<file path="config.mk">
export PLATFORM = sky130hd
export DESIGN_NAME = ufb_uart_cfg
export DESIGN_NICKNAME = d
export VERILOG_FILES = /design/src/core/ufb_pkg.sv /design/src/core/ufb_uart_cfg.sv
export SDC_FILE = /design/constraint.sdc
export NUM_CORES = 1
export LEC_CHECK = 0
export ABC_AREA = 0
export BUFFER_PORTS_ARGS = -buffer_cell sky130_fd_sc_hd__buf_4
export CAP_MARGIN = 20
export CORE_MARGIN = 5
export CORE_UTILIZATION = 42
export CTS_BUF_LIST = sky130_fd_sc_hd__clkbuf_8
export CTS_CLUSTER_DIAMETER = 100
export DETAILED_ROUTE_END_ITERATION = 7
export PLACE_DENSITY = 0.63
export SYNTH_ARGS = -nofsm -noshare
export SYNTH_HDL_FRONTEND = slang
export SYNTH_SLANG_ARGS = --single-unit
</file>
<file path="constraint.sdc">
create_clock -name CLK -period 8.2 [get_ports CLK]
set_input_delay 0.82 -clock CLK [delete_from_list [all_inputs] [get_ports CLK]]
set_output_delay 0.82 -clock CLK [all_outputs]
set_load 0.005 [all_outputs]
</file>
<file path="src/core/ufb_pkg.sv">
package ufb_pkg;
  localparam int          UFB_DW       = 8;
  localparam int          UFB_QDEPTH   = 16;
  localparam int          UFB_QCW      = 5;
  localparam int          UFB_AW       = 12;
  localparam int          UFB_IDX_LSB  = 2;
  localparam int          UFB_IDX_MSB  = 4;
  localparam int          UFB_MAP_LSB  = 5;
  localparam logic [2:0]  UFB_IDX_DATA = 3'h0;
  localparam logic [2:0]  UFB_IDX_DIVL = 3'h0;
  localparam logic [2:0]  UFB_IDX_DIVH = 3'h1;
  localparam logic [2:0]  UFB_IDX_QCTL = 3'h2;
  localparam logic [2:0]  UFB_IDX_LFC  = 3'h3;
  localparam logic [2:0]  UFB_IDX_SCR  = 3'h7;
  localparam int          UFB_QC_EN    = 0;
  localparam int          UFB_QC_RXF   = 1;
  localparam int          UFB_QC_TXF   = 2;
  localparam int          UFB_QC_DMA   = 3;
  localparam int          UFB_QC_TLO   = 6;
  localparam int          UFB_QC_THI   = 7;
  localparam int          UFB_LFC_DAS  = 7;
  localparam logic [7:0]  UFB_QC_KEEP  = 8'hC9;
  localparam logic [7:0]  UFB_QC_RST   = 8'h00;
  localparam logic [7:0]  UFB_LFC_RST  = 8'h00;
  localparam logic [7:0]  UFB_SCR_RST  = 8'h00;
  localparam logic [15:0] UFB_DIV_RST  = 16'h0001;
  localparam logic [7:0]  UFB_ISI_NONE = 8'h01;
  localparam logic [7:0]  UFB_ISI_QON  = 8'hC0;
  localparam logic [1:0]  UFB_TRG_SEL1 = 2'h0;
  localparam logic [1:0]  UFB_TRG_SEL4 = 2'h1;
  localparam logic [1:0]  UFB_TRG_SEL8 = 2'h2;
  localparam logic [4:0]  UFB_TRG_1    = 5'h01;
  localparam logic [4:0]  UFB_TRG_4    = 5'h04;
  localparam logic [4:0]  UFB_TRG_8    = 5'h08;
  localparam logic [4:0]  UFB_TRG_14   = 5'h0E;
endpackage

</file>
<file path="src/core/ufb_uart_cfg.sv">
// Register access over APB is this design's own decision.
`timescale 1ns/1ps
// Functional notes
// Write-only queue control register at index 2.
// Top two bits pick trigger 1/4/8/14.
// Bit 3 stored only, no DMA outputs.
// Bit 2 empties transmit queue, self-clears.
// Bit 1 empties receive queue, self-clears.
// Bit 0 enables queues; clearing discards contents.
// Other bits honoured only with enable set.
// Leaving queue mode clears all control fields.
// Divisor is two byte registers, index 0/1.
// Tick divides clock by divisor, 1..65536.
// Tick is sixteen times the bit rate.
// Rate scales inversely with divisor value.
// Scratch byte at index 7, no effect.
// Divisor reachable only with access select high.
// Source id top bits read one when enabled.
// Divisor zero acts as 65536.
// Each queue holds sixteen entries.
// Divisor write restarts the baud counter.

module ufb_queue #(
  parameter int WIDTH = 8,
  parameter int DEPTH = 16
) (
  input  wire logic             clk,
  input  wire logic             reset,
  input  wire logic             ce,
  input  wire logic             flush,
  input  wire logic             single,
  input  wire logic [WIDTH-1:0] in_data,
  input  wire logic             in_valid,
  output logic                  in_ready,
  output logic      [WIDTH-1:0] out_data,
  output logic                  out_valid,
  input  wire logic             out_ready,
  output logic [$clog2(DEPTH+1)-1:0] level
);
  localparam int AW = $clog2(DEPTH);
  localparam int CW = $clog2(DEPTH+1);

  typedef struct packed {
    logic [DEPTH-1:0][WIDTH-1:0] mem;
    logic [AW-1:0]               wp;
    logic [AW-1:0]               rp;
    logic [CW-1:0]               cnt;
  } ufb_q_t;

  ufb_q_t q_r;
  ufb_q_t q_nxt;
  logic   push;
  logic   pop;
  logic   full;

  // In single mode the queue behaves as a one-entry holding register.
  assign full      = single ? (q_r.cnt != '0) : (q_r.cnt == CW'(DEPTH));
  assign in_ready  = !full;
  assign out_valid = (q_r.cnt != '0);
  assign out_data  = q_r.mem[q_r.rp];
  assign level     = q_r.cnt;
  assign push      = in_valid && in_ready;
  assign pop       = out_valid && out_ready;

  always_comb begin
    q_nxt = q_r;
    if (flush) begin
      // A push in the flush cycle is dropped with the rest.
      q_nxt.wp  = '0;
      q_nxt.rp  = '0;
      q_nxt.cnt = '0;
    end else begin
      if (push) begin
        q_nxt.mem[q_r.wp] = in_data;
        q_nxt.wp = (q_r.wp == AW'(DEPTH-1)) ? '0 : q_r.wp + 1'b1;
      end
      if (pop) begin
        q_nxt.rp = (q_r.rp == AW'(DEPTH-1)) ? '0 : q_r.rp + 1'b1;
      end
      if (push && !pop) begin
        q_nxt.cnt = q_r.cnt + 1'b1;
      end else if (pop && !push) begin
        q_nxt.cnt = q_r.cnt - 1'b1;
      end
    end
  end

  always_ff @(posedge clk) begin
    if (reset) begin
      q_r <= '0;
    end else if (ce) begin
      q_r <= q_nxt;
    end
  end
endmodule // ufb_queue

module ufb_uart_cfg
  import ufb_pkg::*;
(
  input  wire logic              CLK,
  input  wire logic              RESET,
  input  wire logic              CE,
  input  wire logic              PSEL,
  input  wire logic              PENABLE,
  input  wire logic              PWRITE,
  input  wire logic [UFB_AW-1:0] PADDR,
  input  wire logic [31:0]       PWDATA,
  input  wire logic [3:0]        PSTRB,
  output logic      [31:0]       PRDATA,
  output logic                   PREADY,
  output logic                   PSLVERR,
  output logic      [UFB_DW-1:0] TX_DATA,
  output logic                   TX_VALID,
  input  wire logic              TX_READY,
  input  wire logic [UFB_DW-1:0] RX_DATA,
  input  wire logic              RX_VALID,
  output logic                   RX_READY,
  output logic                   BAUD_TICK,
  output logic                   QUEUE_ENABLED,
  output logic                   RX_TRIGGER,
  output logic     [UFB_QCW-1:0] TX_LEVEL,
  output logic     [UFB_QCW-1:0] RX_LEVEL
);
  typedef struct packed {
    logic [15:0] div;
    logic [7:0]  lfc;
    logic [7:0]  scr;
    logic [7:0]  qctl;
    logic [15:0] bcnt;
    logic        tick;
    logic [31:0] rdata;
    logic        pop_ok;
  } ufb_state_t;

  ufb_state_t  s_r;
  ufb_state_t  s_nxt;
  logic [2:0]  idx;
  logic        mapped;
  logic        acc;
  logic        setup;
  logic        wr;
  logic        das;
  logic        qen;
  logic        tx_in_valid;
  logic        tx_in_ready;
  logic        rx_out_valid;
  logic        rx_pop;
  logic [7:0]  rx_head;
  logic        tx_flush;
  logic        rx_flush;
  logic        div_wr;
  logic [4:0]  thr;

  assign idx    = PADDR[UFB_IDX_MSB:UFB_IDX_LSB];
  assign mapped = (PADDR[UFB_AW-1:UFB_MAP_LSB] == '0);
  assign setup  = PSEL && !PENABLE;
  assign acc    = PSEL && PENABLE && PREADY;
  assign wr     = acc && PWRITE && mapped && PSTRB[0];
  assign das    = s_r.lfc[UFB_LFC_DAS];
  assign qen    = s_r.qctl[UFB_QC_EN];

  // Data index writes feed the transmit queue only with access select low.
  assign tx_in_valid = PSEL && PENABLE && PWRITE && mapped && PSTRB[0]
                       && (idx == UFB_IDX_DATA) && !das;
  // A full transmit queue stalls the bus instead of losing the byte.
  assign PREADY  = !(tx_in_valid && !tx_in_ready);
  assign PSLVERR = PSEL && PENABLE && !mapped;
  assign PRDATA  = s_r.rdata;
  assign rx_pop  = acc && !PWRITE && s_r.pop_ok;
  assign div_wr  = wr && das && ((idx == UFB_IDX_DIVL)
                   || (idx == UFB_IDX_DIVH));

  assign QUEUE_ENABLED = qen;
  assign BAUD_TICK     = s_r.tick;

  // Transmit queue.
  ufb_queue #(.WIDTH(UFB_DW), .DEPTH(UFB_QDEPTH)) u_txq (
    .clk       (CLK),
    .reset     (RESET),
    .ce        (CE),
    .flush     (tx_flush),
    .single    (!qen),
    .in_data   (PWDATA[UFB_DW-1:0]),
    .in_valid  (tx_in_valid),
    .in_ready  (tx_in_ready),
    .out_data  (TX_DATA),
    .out_valid (TX_VALID),
    .out_ready (TX_READY),
    .level     (TX_LEVEL)
  );

  // Receive queue.
  ufb_queue #(.WIDTH(UFB_DW), .DEPTH(UFB_QDEPTH)) u_rxq (
    .clk       (CLK),
    .reset     (RESET),
    .ce        (CE),
    .flush     (rx_flush),
    .single    (!qen),
    .in_data   (RX_DATA),
    .in_valid  (RX_VALID),
    .in_ready  (RX_READY),
    .out_data  (rx_head),
    .out_valid (rx_out_valid),
    .out_ready (rx_pop),
    .level     (RX_LEVEL)
  );

  always_comb begin
    case (s_r.qctl[UFB_QC_THI:UFB_QC_TLO])
      UFB_TRG_SEL1: thr = UFB_TRG_1;
      UFB_TRG_SEL4: thr = UFB_TRG_4;
      UFB_TRG_SEL8: thr = UFB_TRG_8;
      default:      thr = UFB_TRG_14;
    endcase
  end
  assign RX_TRIGGER = qen && (RX_LEVEL >= thr);

  always_comb begin
    s_nxt    = s_r;
    tx_flush = 1'b0;
    rx_flush = 1'b0;
    // Read data is captured in the setup phase so it comes from a flop.
    if (setup && !PWRITE) begin
      s_nxt.pop_ok = 1'b0;
      s_nxt.rdata  = '0;
      if (mapped) begin
        case (idx)
          UFB_IDX_DATA: begin
            if (das) begin
              s_nxt.rdata[7:0] = s_r.div[7:0];
            end else begin
              s_nxt.rdata[7:0] = rx_out_valid ? rx_head : 8'h00;
              s_nxt.pop_ok     = rx_out_valid;
            end
          end
          UFB_IDX_DIVH: begin
            s_nxt.rdata[7:0] = das ? s_r.div[15:8] : 8'h00;
          end
          UFB_IDX_QCTL: begin
            // The control register is write-only; this index reads ids.
            s_nxt.rdata[7:0] = UFB_ISI_NONE
                               | (qen ? UFB_ISI_QON : 8'h00);
          end
          UFB_IDX_LFC: s_nxt.rdata[7:0] = s_r.lfc;
          UFB_IDX_SCR: s_nxt.rdata[7:0] = s_r.scr;
          default:     s_nxt.rdata[7:0] = 8'h00;
        endcase
      end
    end
    if (wr) begin
      case (idx)
        UFB_IDX_DIVL: begin
          if (das) begin
            s_nxt.div[7:0] = PWDATA[7:0];
          end
        end
        UFB_IDX_DIVH: begin
          if (das) begin
            s_nxt.div[15:8] = PWDATA[7:0];
          end
        end
        UFB_IDX_QCTL: begin
          if (!PWDATA[UFB_QC_EN]) begin
            // Leaving queue mode drops every field and all contents.
            s_nxt.qctl = UFB_QC_RST;
            tx_flush   = 1'b1;
            rx_flush   = 1'b1;
          end else begin
            // Flush bits are never stored, so they read back as cleared.
            s_nxt.qctl = PWDATA[7:0] & UFB_QC_KEEP;
            tx_flush   = PWDATA[UFB_QC_TXF] || !qen;
            rx_flush   = PWDATA[UFB_QC_RXF] || !qen;
          end
        end
        UFB_IDX_LFC: s_nxt.lfc = PWDATA[7:0];
        UFB_IDX_SCR: s_nxt.scr = PWDATA[7:0];
        default: begin
        end
      endcase
    end
    // The tick period equals the divisor in clock cycles.
    if (div_wr) begin
      s_nxt.bcnt = s_nxt.div - 16'h0001;
      s_nxt.tick = 1'b0;
    end else if (s_r.bcnt == 16'h0000) begin
      // Zero minus one wraps to the full 65536-cycle period.
      s_nxt.bcnt = s_r.div - 16'h0001;
      s_nxt.tick = 1'b1;
    end else begin
      s_nxt.bcnt = s_r.bcnt - 16'h0001;
      s_nxt.tick = 1'b0;
    end
  end

  always_ff @(posedge CLK) begin
    if (RESET) begin
      s_r       <= '0;
      s_r.div   <= UFB_DIV_RST;
      s_r.lfc   <= UFB_LFC_RST;
      s_r.scr   <= UFB_SCR_RST;
      s_r.qctl  <= UFB_QC_RST;
    end else if (CE) begin
      s_r <= s_nxt;
    end
  end
endmodule // ufb_uart_cfg

</file>
==> reports/metrics.csv, run 1 <==
stage,metric,value,unit
synthesis,Cell variety after synth,78,
clock_tree,CTS resizes,0,
global_route,gr ovfl total,0,
routing,DR pass1 iterations,5,
synthesis,Post-synth ARST share,0,%
clock_tree,Bufs on Longest Clock Path,3,
cells_and_area,Finished Layout Cells,2491,
cells_and_area,share of layout cells above drive strength 1,14.8,%
global_route,antenna violations before repair,0,
clock_tree,Clock Tree Root,clkbuf_8,
setup_path,critical path's slowest cell,or4_1,
setup_path,CP max stage delay,0.62,ns
floorplan,Core ar.,39600,um^2
timing,worst setup margin,4.16,ns
timing,setup TNS,0,ns
cells_and_area,nets@finish,2011,
global_route,busiest layer in global routing,met2,
synthesis,synthesized area per cell,8.55,um^2
clock_tree,CTS H-tree depth,2,
setup_path,Crit path buffers/inverters,2,
floorplan,Die H,210,um
placed_design,GP Congestion,0.833,
synthesis,synthesized instance count,1961,
timing,Worst Max-Slew Pin Slew,1.01,ns
synthesis,post-synthesis compound-gate area fraction,13.8,%
floorplan,Die ar.,44000,um^2
synthesis,"Top FF cell, synth",dfxtp_1,
setup_path,crit-path cells,buf_4 > nor4_4 > nand4_2 > mux2i_4 > a222oi_1 > ha_1 > inv_1 > a211oi_1 > nand3_1 > or4_1 > o311ai_1,
clock_tree,clock-pin slew on the worst setup and hold paths,0.06,ns
synthesis,xor/xnor share of the synthesized area,0.522,%
setup_path,WS Path Type,primary input to flop,
routing,drt wl/cell,19.0,um
timing,Setup-failing EPs final,0,
synthesis,Seq cells post-synth,343,
clock_tree,cts bufs inserted,57,
cells_and_area,antenna cells,0,
power,VDD IR max,0.123,mV
synthesis,simple-gate share of the synthesized area,22.5,%
routing,"wirelength, routed",47400,um
timing,Max-slew headroom,32.9,%
timing,Final Skew,0.0429,ns
clock_tree,"Hold-fix buffers, CTS",0,
placed_design,hpwl dp,29200,um
placed_design,dpl cells,2390,
placed_design,port bufs,67,
power,P_leak,6.22,nW
routing,# DRC,0,
cells_and_area,final core utilization,46.4,%
global_route,largest net degree at the start of global routing,98,
routing,post-route ant nets,0,
worst_hold_path,worst min-delay path class,flop to flop,
global_route,vias in the first global route,13600,
timing,final hold vios,0,
setup_path,"Req. time, crit path",8.73,ns
placed_design,"worst slack, placed",3.56,ns
setup_path,Worst Path Max Fanout,18,
global_route,M3 GR Usage,3.74,%
global_route,met2 Use GR,35.3,%
floorplan,Top Ports,121,
clock_tree,CTS tree,done,
routing,First DRT Iteration DRCs,1056,
placed_design,placed inst area,17200,um^2
floorplan,Die X,210,um
clock_tree,setup bufs post-CTS,0,
routing,total number of vias,14200,
synthesis,Mapped Area,16800,um^2
cells_and_area,Fillers,3848,
timing,Tmin final,4.04,ns
timing,RSZ-0062 raised after global routing,no,
timing,Max Freq,0.248,GHz
global_route,met1 GRT Util,26.4,%
setup_path,Critical Path Source Type,primary input,
power,PwrDens,228,nW/um^2
synthesis,yosys warns,0,
synthesis,multiplexer area fraction after synthesis,13.9,%
synthesis,Adder-Cell Fraction of Synth Area,1.81,%
clock_tree,worst skew pair latency,0.65,ns
run,total of max-cap violations,0,
floorplan,std cell rows,73,
setup_path,cell family with most CP delay,simple AND/OR/NAND/NOR gates,
setup_path,CP endpoint kind,flop,
cells_and_area,area delta synth->final,9.77,%
outcome,status,"complete, no violations",
timing,fin crit share,49.2,%
timing,count of final max-slew check failures,0,
clock_tree,clock sink count,343,
global_route,first-pass GRT wire length,74400,um
floorplan,Initial Utilization,42.3,%
synthesis,sequential element share of the synthesized area,40.9,%
synthesis,Post-synth EDFFs,0,
global_route,global-route usage over all layers,20.7,%
routing,vias per std cell,5.71,
synthesis,largest family of logic cells by synthesized area,simple AND/OR/NAND/NOR gates,
setup_path,CP arrival,4.56,ns
cells_and_area,design area,18400,um^2
## cell type report
class                   instances  area [um^2]  share of cell area (%)
clock inverters                29          183                   0.992
inverters                      25         93.8                   0.510
well taps                     525          657                    3.57
clock buffers                  72          991                    5.38
repair buffers                 92          698                    3.79
flip-flops and latches        343         6870                    37.3
multi-input cells            1405         8920                    48.4
## routing by layer
| layer | part of all wire (%) | up-vias | wire, um |
|---|---|---|---|
| met2 | 49 | 436 | 23400 |
| met3 | 6.0 | 97 | 2850 |
| met1 | 41 | 6864 | 19600 |
| met5 | 0 | - | 0 |
| met4 | 3.1 | 0 | 1480 |
| li1 | - | 6820 | - |
## path summary, 6_finish.rpt
check	from	cells past startpoint	to	slack, ns
worst max-delay path	PADDR[5]	11	s_r[44]$_SDFFE_PP0P_	4.16
worst min-delay path	u_rxq.q_r[65]$_SDFFE_PP0P_	2	u_rxq.q_r[65]$_SDFFE_PP0P_	0.45
worst min register to register	u_rxq.q_r[65]$_SDFFE_PP0P_	2	u_rxq.q_r[65]$_SDFFE_PP0P_	0.45
worst max register to register	das$_SDFFE_PP0P_	10	s_r[44]$_SDFFE_PP0P_	4.26
## cells in the final DEF (no fill, tap or decap), drive strengths merged, types with 8 or more instances in the layout
| master | n |
|---|---|
| dfxtp | 343 |
| nand2 | 328 |
| a21oi | 301 |
| nand3 | 267 |
| nor2 | 122 |
| buf | 92 |
| mux4 | 80 |
| clkbuf | 72 |
| mux2i | 51 |
| inv | 39 |
| o21ai | 27 |
| conb | 24 |
| ha | 21 |
| nor3 | 18 |
| a22oi | 12 |
| nand2b | 11 |
| clkinv | 11 |
| and2 | 11 |
| nor2b | 9 |
| or4 | 8 |
| a221oi | 8 |
## synthesized netlist by cell type (all sizes together), types with 9 or more instances
cell	number	area, um^2
nand3	267	1350
o21ai	27	143
a22oi	12	90.1
nor2	122	474
buf	94	554
a21oi	301	1510
nand2b	11	68.8
nand2	328	1230
nor3	18	121
mux4	80	1800
and2	11	68.8
dfxtp	343	6870
inv	25	93.8
mux2i	51	536
nor2b	9	56.3
ha	21	263
clkbuf	117	439
## state kept, by name, indices dropped and copies added (netlist names)
signal,cells
BAUD_TICK,1
PRDATA,8
QUEUE_ENABLED,1
das,1
s_r,50
u_rxq.level,5
u_rxq.q_r,136
u_txq.level,5
u_txq.q_r,136
## cells by family (layout without fill, tap and decap cells)
family	after synthesis	in the layout
flops	343	343
other cells	1	24
xor+xnor	10	10
simple gates	814	814
fa+ha+maj	23	23
mux	131	131
buf+inv	236	218
compound gates	403	403
## worst reg2reg max path, delay by kind of cell (launching register included)
family                     cells  cell delay [ns]
AOI/OAI and AO/OA              3             0.81
adders and majority gates      1             0.25
and+or+nand+nor                4             1.85
DFF                            1             0.42
buffers and inverters          1             0.05
muxes                          1             0.47
## per-stage QoR
stage	hold slack [ns]	power (mW)
detailed placement	0.444	2.69
finish	0.451	4.20
floorplan	0.433	2.47
CTS	0.452	4.24
global placement	0.438	2.67
global route	0.469	4.41
## power by group
group	switching, mW	internal, mW	leakage (nW)
Combinational	0.539	0.344	2.79
Sequential	0.0542	1.72	2.77
Clock	0.688	0.849	0.664
Total	1.28	2.91	6.22
No activity file was read; power rests on OpenSTA's default activity.
==> inputs of run 2 (changes only) <==
--- a/config.mk
+++ b/config.mk
@@ -13,7 +13,7 @@
 export CTS_BUF_LIST = sky130_fd_sc_hd__clkbuf_8
 export CTS_CLUSTER_DIAMETER = 100
 export DETAILED_ROUTE_END_ITERATION = 7
-export PLACE_DENSITY = 0.63
+export PLACE_DENSITY = 0.65
 export SYNTH_ARGS = -nofsm -noshare
 export SYNTH_HDL_FRONTEND = slang
 export SYNTH_SLANG_ARGS = --single-unit
==> constraint.sdc (replaced) <==
create_clock -name CLK -period 3.4 [get_ports CLK]
set_input_delay 0.34 -clock CLK [delete_from_list [all_inputs] [get_ports CLK]]
set_output_delay 0.34 -clock CLK [all_outputs]
set_load 0.005 [all_outputs]
==> run 2 against run 1 <==
Compared with the run above: clock power rose to 2.6 times the previous value; sequential share of layout area down 0.86 points; critical endpoint is now TX_DATA[6]; cell count up 1.8%; worst hold slack worse by 0.39 ns; routed wire length up 2.9%.
==> reports/metrics.csv, run 2 (synthesis results as in run 1) <==
stage,metric,value,unit
outcome,status,"complete, no violations",
run,total of max-cap violations,0,
power,cell internal pwr,7.22,mW
power,PwrDens,554,nW/um^2
placed_design,port bufs,67,
global_route,largest net degree at the start of global routing,149,
floorplan,Core ar.,39600,um^2
cells_and_area,share of layout cells above drive strength 1,16.8,%
routing,First DRT Iteration DRCs,1175,
timing,RSZ-0062 raised after global routing,no,
setup_path,WS Path Type,flop to primary output,
setup_path,CP max stage delay,0.62,ns
floorplan,Die H,210,um
global_route,vias in the first global route,14100,
cells_and_area,register area,6870,um^2
placed_design,GP Congestion,0.835,
placed_design,placed inst area,17500,um^2
timing,Max Freq,0.318,GHz
placed_design,dpl cells,2426,
clock_tree,worst skew pair latency,0.65,ns
setup_path,critical path's slowest cell,dfxtp_2,
cells_and_area,Fillers,3786,
clock_tree,setup bufs post-CTS,0,
setup_path,Crit path buffers/inverters,2,
timing,count of final max-slew check failures,0,
power,P_leak,6.48,nW
clock_tree,CTS H-tree depth,2,
floorplan,std cell rows,73,
placed_design,hpwl dp,31800,um
cells_and_area,design area,18800,um^2
power,Sw Ratio,30.9,%
timing,final hold vios,0,
global_route,met1 GRT Util,26.9,%
clock_tree,cts bufs inserted,58,
worst_hold_path,worst min-delay path class,primary input to flop,
floorplan,Top Ports,121,
clock_tree,Bufs on Longest Clock Path,3,
global_route,global-route usage over all layers,21.4,%
timing,fin crit share,92.5,%
setup_path,CP arrival,2.81,ns
timing,worst setup margin,0.255,ns
cells_and_area,nets@finish,2049,
cells_and_area,"most common cell after layout, fill and taps aside",dfxtp_1,
setup_path,"Req. time, crit path",3.06,ns
setup_path,CP endpoint kind,primary output,
clock_tree,clock-pin slew on the worst setup and hold paths,0.06,ns
floorplan,Die X,210,um
routing,DR pass1 iterations,5,
global_route,gr ovfl total,0,
routing,drt wl/cell,19.2,um
power,switching power,3.22,mW
cells_and_area,area delta synth->final,12.4,%
clock_tree,CTS tree,done,
routing,# DRC,0,
setup_path,Critical Path Source Type,flop,
global_route,first-pass GRT wire length,76900,um
timing,Setup-failing EPs final,0,
cells_and_area,Finished Layout Cells,2535,
setup_path,Worst path most repeated cell,mux4_2,
clock_tree,clock sink count,343,
floorplan,Initial Utilization,42.3,%
cells_and_area,antenna cells,0,
routing,total number of vias,14600,
routing,post-route ant nets,0,
timing,Final Skew,0.0449,ns
timing,Worst Max-Slew Pin Slew,0.843,ns
cells_and_area,most frequent cells in the layout,"dfxtp_1 (341), nand2_1 (328), a21oi_1 (301)",
power,Combinational Power Share,21.2,%
timing,Tmin final,3.15,ns
floorplan,Die ar.,44000,um^2
clock_tree,Clock Tree Root,clkbuf_8,
cells_and_area,multi-input logic area,8950,um^2
timing,Max-slew headroom,43.8,%
setup_path,worst r2r src,u_rxq.level[1]$_SDFFE_PP0P_,
cells_and_area,final core utilization,47.5,%
power,clock share of power,37.8,%
routing,"wirelength, routed",48800,um
global_route,met2 Use GR,36.5,%
routing,vias per std cell,5.77,
cells_and_area,largest registers,"u_rxq.q_r x136, u_txq.q_r x136, s_r x50",
timing,WHS,0.0646,ns
setup_path,CP startpoint,u_txq.q_r[5]$_SDFFE_PP0P_,
global_route,busiest layer in global routing,met2,
power,Seq pwr share,41.0,%
setup_path,Worst Path Max Fanout,27,
global_route,M3 GR Usage,4.13,%
power,VDD IR max,0.340,mV
setup_path,cell family with most CP delay,multiplexers,
placed_design,"worst slack, placed",-0.0371,ns
worst_hold_path,min-delay src,PWDATA[0],
setup_path,crit-path cells,buf_12 > mux4_2 > mux4_2 > buf_4,
global_route,antenna violations before repair,0,
==> run 2: changes by cell type in the layout (fill, tap and decap cells not counted), moves of 3 or more <==
cell,change
clkbuf_8,+5
buf_4,+33
and2_1,-4
buf_12,+3
inv_1,+3
and2_2,+4
==> run 2: power by group through the flow <==
stage | combinational, mW | sequential [mW] | clock (mW)
floorplan | 1.65 | 4.31 | 0
CTS | 2.18 | 4.28 | 4.02
global placement | 2.12 | 4.36 | 0
finish | 2.21 | 4.28 | 3.95
detailed placement | 2.18 | 4.37 | 0
global route | 2.44 | 4.30 | 4.22
==> run 2: through the flow <==
step	setup TNS, ns	power [mW]
floorplan	0	5.96
global placement	-0.138	6.48
detailed placement	-0.490	6.54
CTS	0	10.5
global route	0	11.0
finish	0	10.4
==> run 2: area by class of cell <==
class	count	area share, %
clock buffer	77	5.62
clock inverter	31	1.05
inverter	25	0.498
multi-input combinational	1405	47.5
sequential	343	36.5
tap	525	3.49
timing repair buffer	129	5.39
==> run 2: final timing paths <==
| kind | slack [ns] | end | depth (start not counted) |
|---|---|---|---|
| worst max-delay path | 0.25 | TX_DATA[6] | 4 |
| worst min-delay path | 0.06 | s_r[57]$_SDFFE_PP0P_ | 3 |
| worst max register to register | 0.25 | u_rxq.q_r[91]$_SDFFE_PP0P_ | 8 |
| worst min register to register | 0.45 | u_rxq.q_r[126]$_SDFFE_PP0P_ | 2 |
==> run 2: timing repair <==
action / CTS / global route
resized for setup: 4 / 5
endpoints found under the setup margin: 16 / 35
hold endpoints to repair: 1 / 0
hold buffers: 1 / 0
==> run 2: worst reg2reg max path, cell delays in order, from the launching register on <==
cell,delay (ns)
dfxtp_1,0.38
or4_1,0.58
mux2i_1,0.25
and2_1,0.26
nand2_1,0.28
nor3b_4,0.60
nand2_1,0.37
nand2_1,0.18
a21oi_1,0.08
==> run 2: routing by layer <==
layer  wire length [um]  vias to the layer above
li1                   -                     6908
met1              19900                     7113
met2              23900                      492
met3               3210                      111
met4               1680                        0
met5                  0                        -
==> inputs of run 3 (changes only) <==
--- a/config.mk
+++ b/config.mk
@@ -5,7 +5,7 @@
 export SDC_FILE = /design/constraint.sdc
 export NUM_CORES = 1
 export LEC_CHECK = 0
-export ABC_AREA = 0
+export ABC_AREA = 1
 export BUFFER_PORTS_ARGS = -buffer_cell sky130_fd_sc_hd__buf_4
 export CAP_MARGIN = 20
 export CORE_MARGIN = 5
@@ -14,6 +14,7 @@
 export CTS_CLUSTER_DIAMETER = 100
 export DETAILED_ROUTE_END_ITERATION = 7
 export PLACE_DENSITY = 0.65
+export RECOVER_POWER = 100
 export SYNTH_ARGS = -nofsm -noshare
 export SYNTH_HDL_FRONTEND = slang
 export SYNTH_SLANG_ARGS = --single-unit
==> run 3 against run 2 <==
Compared with the run above: the run now ends with capacitance limit, slew limit left; setup slack better by 0.050 ns; count of clock-buffer cells in the layout fell by 1; clock skew is 0.0055 ns higher; register-to-register slack better by 0.07 ns; cell count rose by 16%; critical path depth rose by 2.
==> reports/metrics.csv, run 3 <==
stage,metric,value,unit
outcome,status,"finished, violations left",
outcome,failing checks,"capacitance limit, slew limit",
global_route,vias in the first global route,15000,
routing,DR pass1 iterations,7,
cells_and_area,share of layout cells above drive strength 1,9.57,%
synthesis,list of most frequent post-synthesis cells,"a21oi_1 (375), dfxtp_1 (343), nand2_1 (341), o21ai_0 (299), nand3_1 (173)",
synthesis,Synth top area share,40.3,%
floorplan,Top Ports,121,
timing,RSZ-0062 raised after global routing,no,
global_route,largest net degree at the start of global routing,199,
worst_hold_path,worst min-delay path class,primary input to flop,
synthesis,"Top FF cell, synth",dfxtp_1,
clock_tree,cts bufs inserted,58,
synthesis,dominant cell type by area after synthesis,dfxtp_1,
cells_and_area,most frequent cells in the layout,"a21oi_1 (375), nand2_1 (345), dfxtp_1 (342)",
routing,"wirelength, routed",51500,um
placed_design,dpl cells,2823,
cells_and_area,Fillers,3997,
timing,Final Skew,0.0504,ns
routing,drt wl/cell,17.5,um
placed_design,hpwl dp,33300,um
setup_path,CP endpoint kind,primary output,
synthesis,Post-synth EDFFs,0,
cells_and_area,largest registers,"u_rxq.q_r x136, u_txq.q_r x136, s_r x50",
floorplan,Core ar.,39900,um^2
timing,final hold vios,0,
setup_path,WS Path Type,flop to primary output,
cells_and_area,nets@finish,2453,
placed_design,port bufs,67,
clock_tree,CTS tree,done,
cells_and_area,design area,18800,um^2
global_route,antenna violations before repair,0,
clock_tree,CTS H-tree depth,2,
synthesis,Synth area leaders,"dfxtp_1 (40%), a21oi_1 (11%), o21ai_0 (8.8%), nand2_1 (7.5%), nand3_1 (5.1%)",
global_route,first-pass GRT wire length,81500,um
cells_and_area,antenna cells,0,
power,PwrDens,527,nW/um^2
global_route,global-route usage over all layers,22.1,%
routing,First DRT Iteration DRCs,1829,
synthesis,Cell variety after synth,50,
cells_and_area,Finished Layout Cells,2940,
setup_path,Critical Path Source Type,flop,
floorplan,std cell rows,73,
floorplan,Die X,212,um
synthesis,synthesized instance count,2379,
clock_tree,clock sink count,343,
routing,total number of vias,16500,
routing,# DRC,0,
power,Pwr Total,9.89,mW
timing,Max-slew headroom,-37.8,%
placed_design,placed inst area,17600,um^2
timing,setup TNS,0,ns
placed_design,"worst slack, placed",0.384,ns
timing,Worst Max-Slew Pin Slew,2.07,ns
clock_tree,worst skew pair latency,0.68,ns
cells_and_area,area delta synth->final,10.2,%
power,P_leak,7.25,nW
setup_path,CP arrival,2.76,ns
run,total of max-cap violations,2,
clock_tree,Clock Tree Root,clkbuf_8,
synthesis,yosys warns,0,
clock_tree,clock-pin slew on the worst setup and hold paths,0.07,ns
synthesis,synthesized area per cell,7.17,um^2
clock_tree,setup bufs post-CTS,0,
synthesis,Mapped Area,17100,um^2
synthesis,Seq cells post-synth,343,
floorplan,Die ar.,44700,um^2
setup_path,"Req. time, crit path",3.06,ns
timing,Tmin final,3.10,ns
power,VDD IR max,0.271,mV
floorplan,Initial Utilization,42.7,%
timing,worst setup margin,0.305,ns
synthesis,Post-synth ARST share,0,%
placed_design,GP Congestion,0.900,
timing,fin crit share,91.0,%
setup_path,Worst Path Max Fanout,33,
clock_tree,Bufs on Longest Clock Path,3,
global_route,gr ovfl total,0,
routing,post-route ant nets,0,
timing,Max Freq,0.323,GHz
cells_and_area,"most common cell after layout, fill and taps aside",a21oi_1,
timing,Setup-failing EPs final,0,
routing,vias per std cell,5.60,
synthesis,sequential element share of the synthesized area,40.3,%
synthesis,most common cell in the netlist,a21oi_1,
floorplan,Die H,212,um
timing,count of final max-slew check failures,295,
==> run 3: cells by family (layout without fill, tap and decap cells) <==
group	count (synthesis)	count (layout)	synth area share, %
adders and majority gates	23	23	1.78
AOI/OAI and AO/OA	843	843	26.8
xor gates and xnor gates	12	12	0.616
buffers and inverters	404	417	10.6
DFF	343	343	40.3
other	1	24	0.0220
muxes	12	12	0.704
and+or+nand+nor	741	741	19.2
==> run 3: path summary, 6_finish.rpt <==
path                               startpoint                     endpoint  slack, ns  cells after the start
setup / recovery    u_txq.q_r[5]$_SDFFE_PP0P_                   TX_DATA[6]       0.30                      6
hold / removal                     RX_DATA[7]   u_rxq.q_r[92]$_SDFFE_PP0P_       0.08                      3
setup reg to reg  u_txq.level[0]$_SDFFE_PP0P_   u_rxq.q_r[18]$_SDFFE_PP0P_       0.32                     12
hold reg to reg   u_rxq.q_r[114]$_SDFFE_PP0P_  u_rxq.q_r[114]$_SDFFE_PP0P_       0.45                      2
==> run 3: area by class of cell <==
class                      instances  area, um^2  area share, %
clock inverter                    33         238           1.27
tap                              525         657           3.50
multi-input combinational       1655        8430           44.9
timing repair buffer             109         805           4.28
inverter                         199         749           3.99
sequential                       343        6870           36.5
clock buffer                      76        1050           5.57
==> run 3: layer usage <==
| metal | routed length, um | vias up | track usage (%) |
|---|---|---|---|
| met5 | 0 | - | 0 |
| met4 | 1690 | 0 | 7.91 |
| met1 | 23000 | 7724 | 31.2 |
| met3 | 4000 | 106 | 4.27 |
| met2 | 22800 | 627 | 33.8 |
| li1 | - | 8019 | - |
==> run 3: power by group <==
group | leakage [nW] | internal [mW] | switching, mW
clock | 0.711 | 2.24 | 1.81
sequential | 2.77 | 4.10 | 0.0850
combinational | 3.77 | 0.558 | 1.10
==> run 3: critical path, stage by stage, from the launching register on <==
cell and delay [ns]:
dfxtp_1 0.36, clkbuf_2 0.56, nor2_1 0.10, o311ai_0 0.63, o211ai_1 0.20, nand2_1 0.11
clkbuf_4 0.13
==> run 3: repair_timing <==
item	CTS	global route
gates resized for setup	0	0
hold buffers	8	0
hold endpoints to repair	9	0
==> run 3: stage by stage <==
step | hold slack [ns] | util (%)
floorplan | 0.425 | -
finish | 0.0792 | 47.1
global route | 0.0640 | 47.1
CTS | 0.0442 | 47.4
detailed placement | 0.442 | 44.0
global placement | 0.435 | 44.0
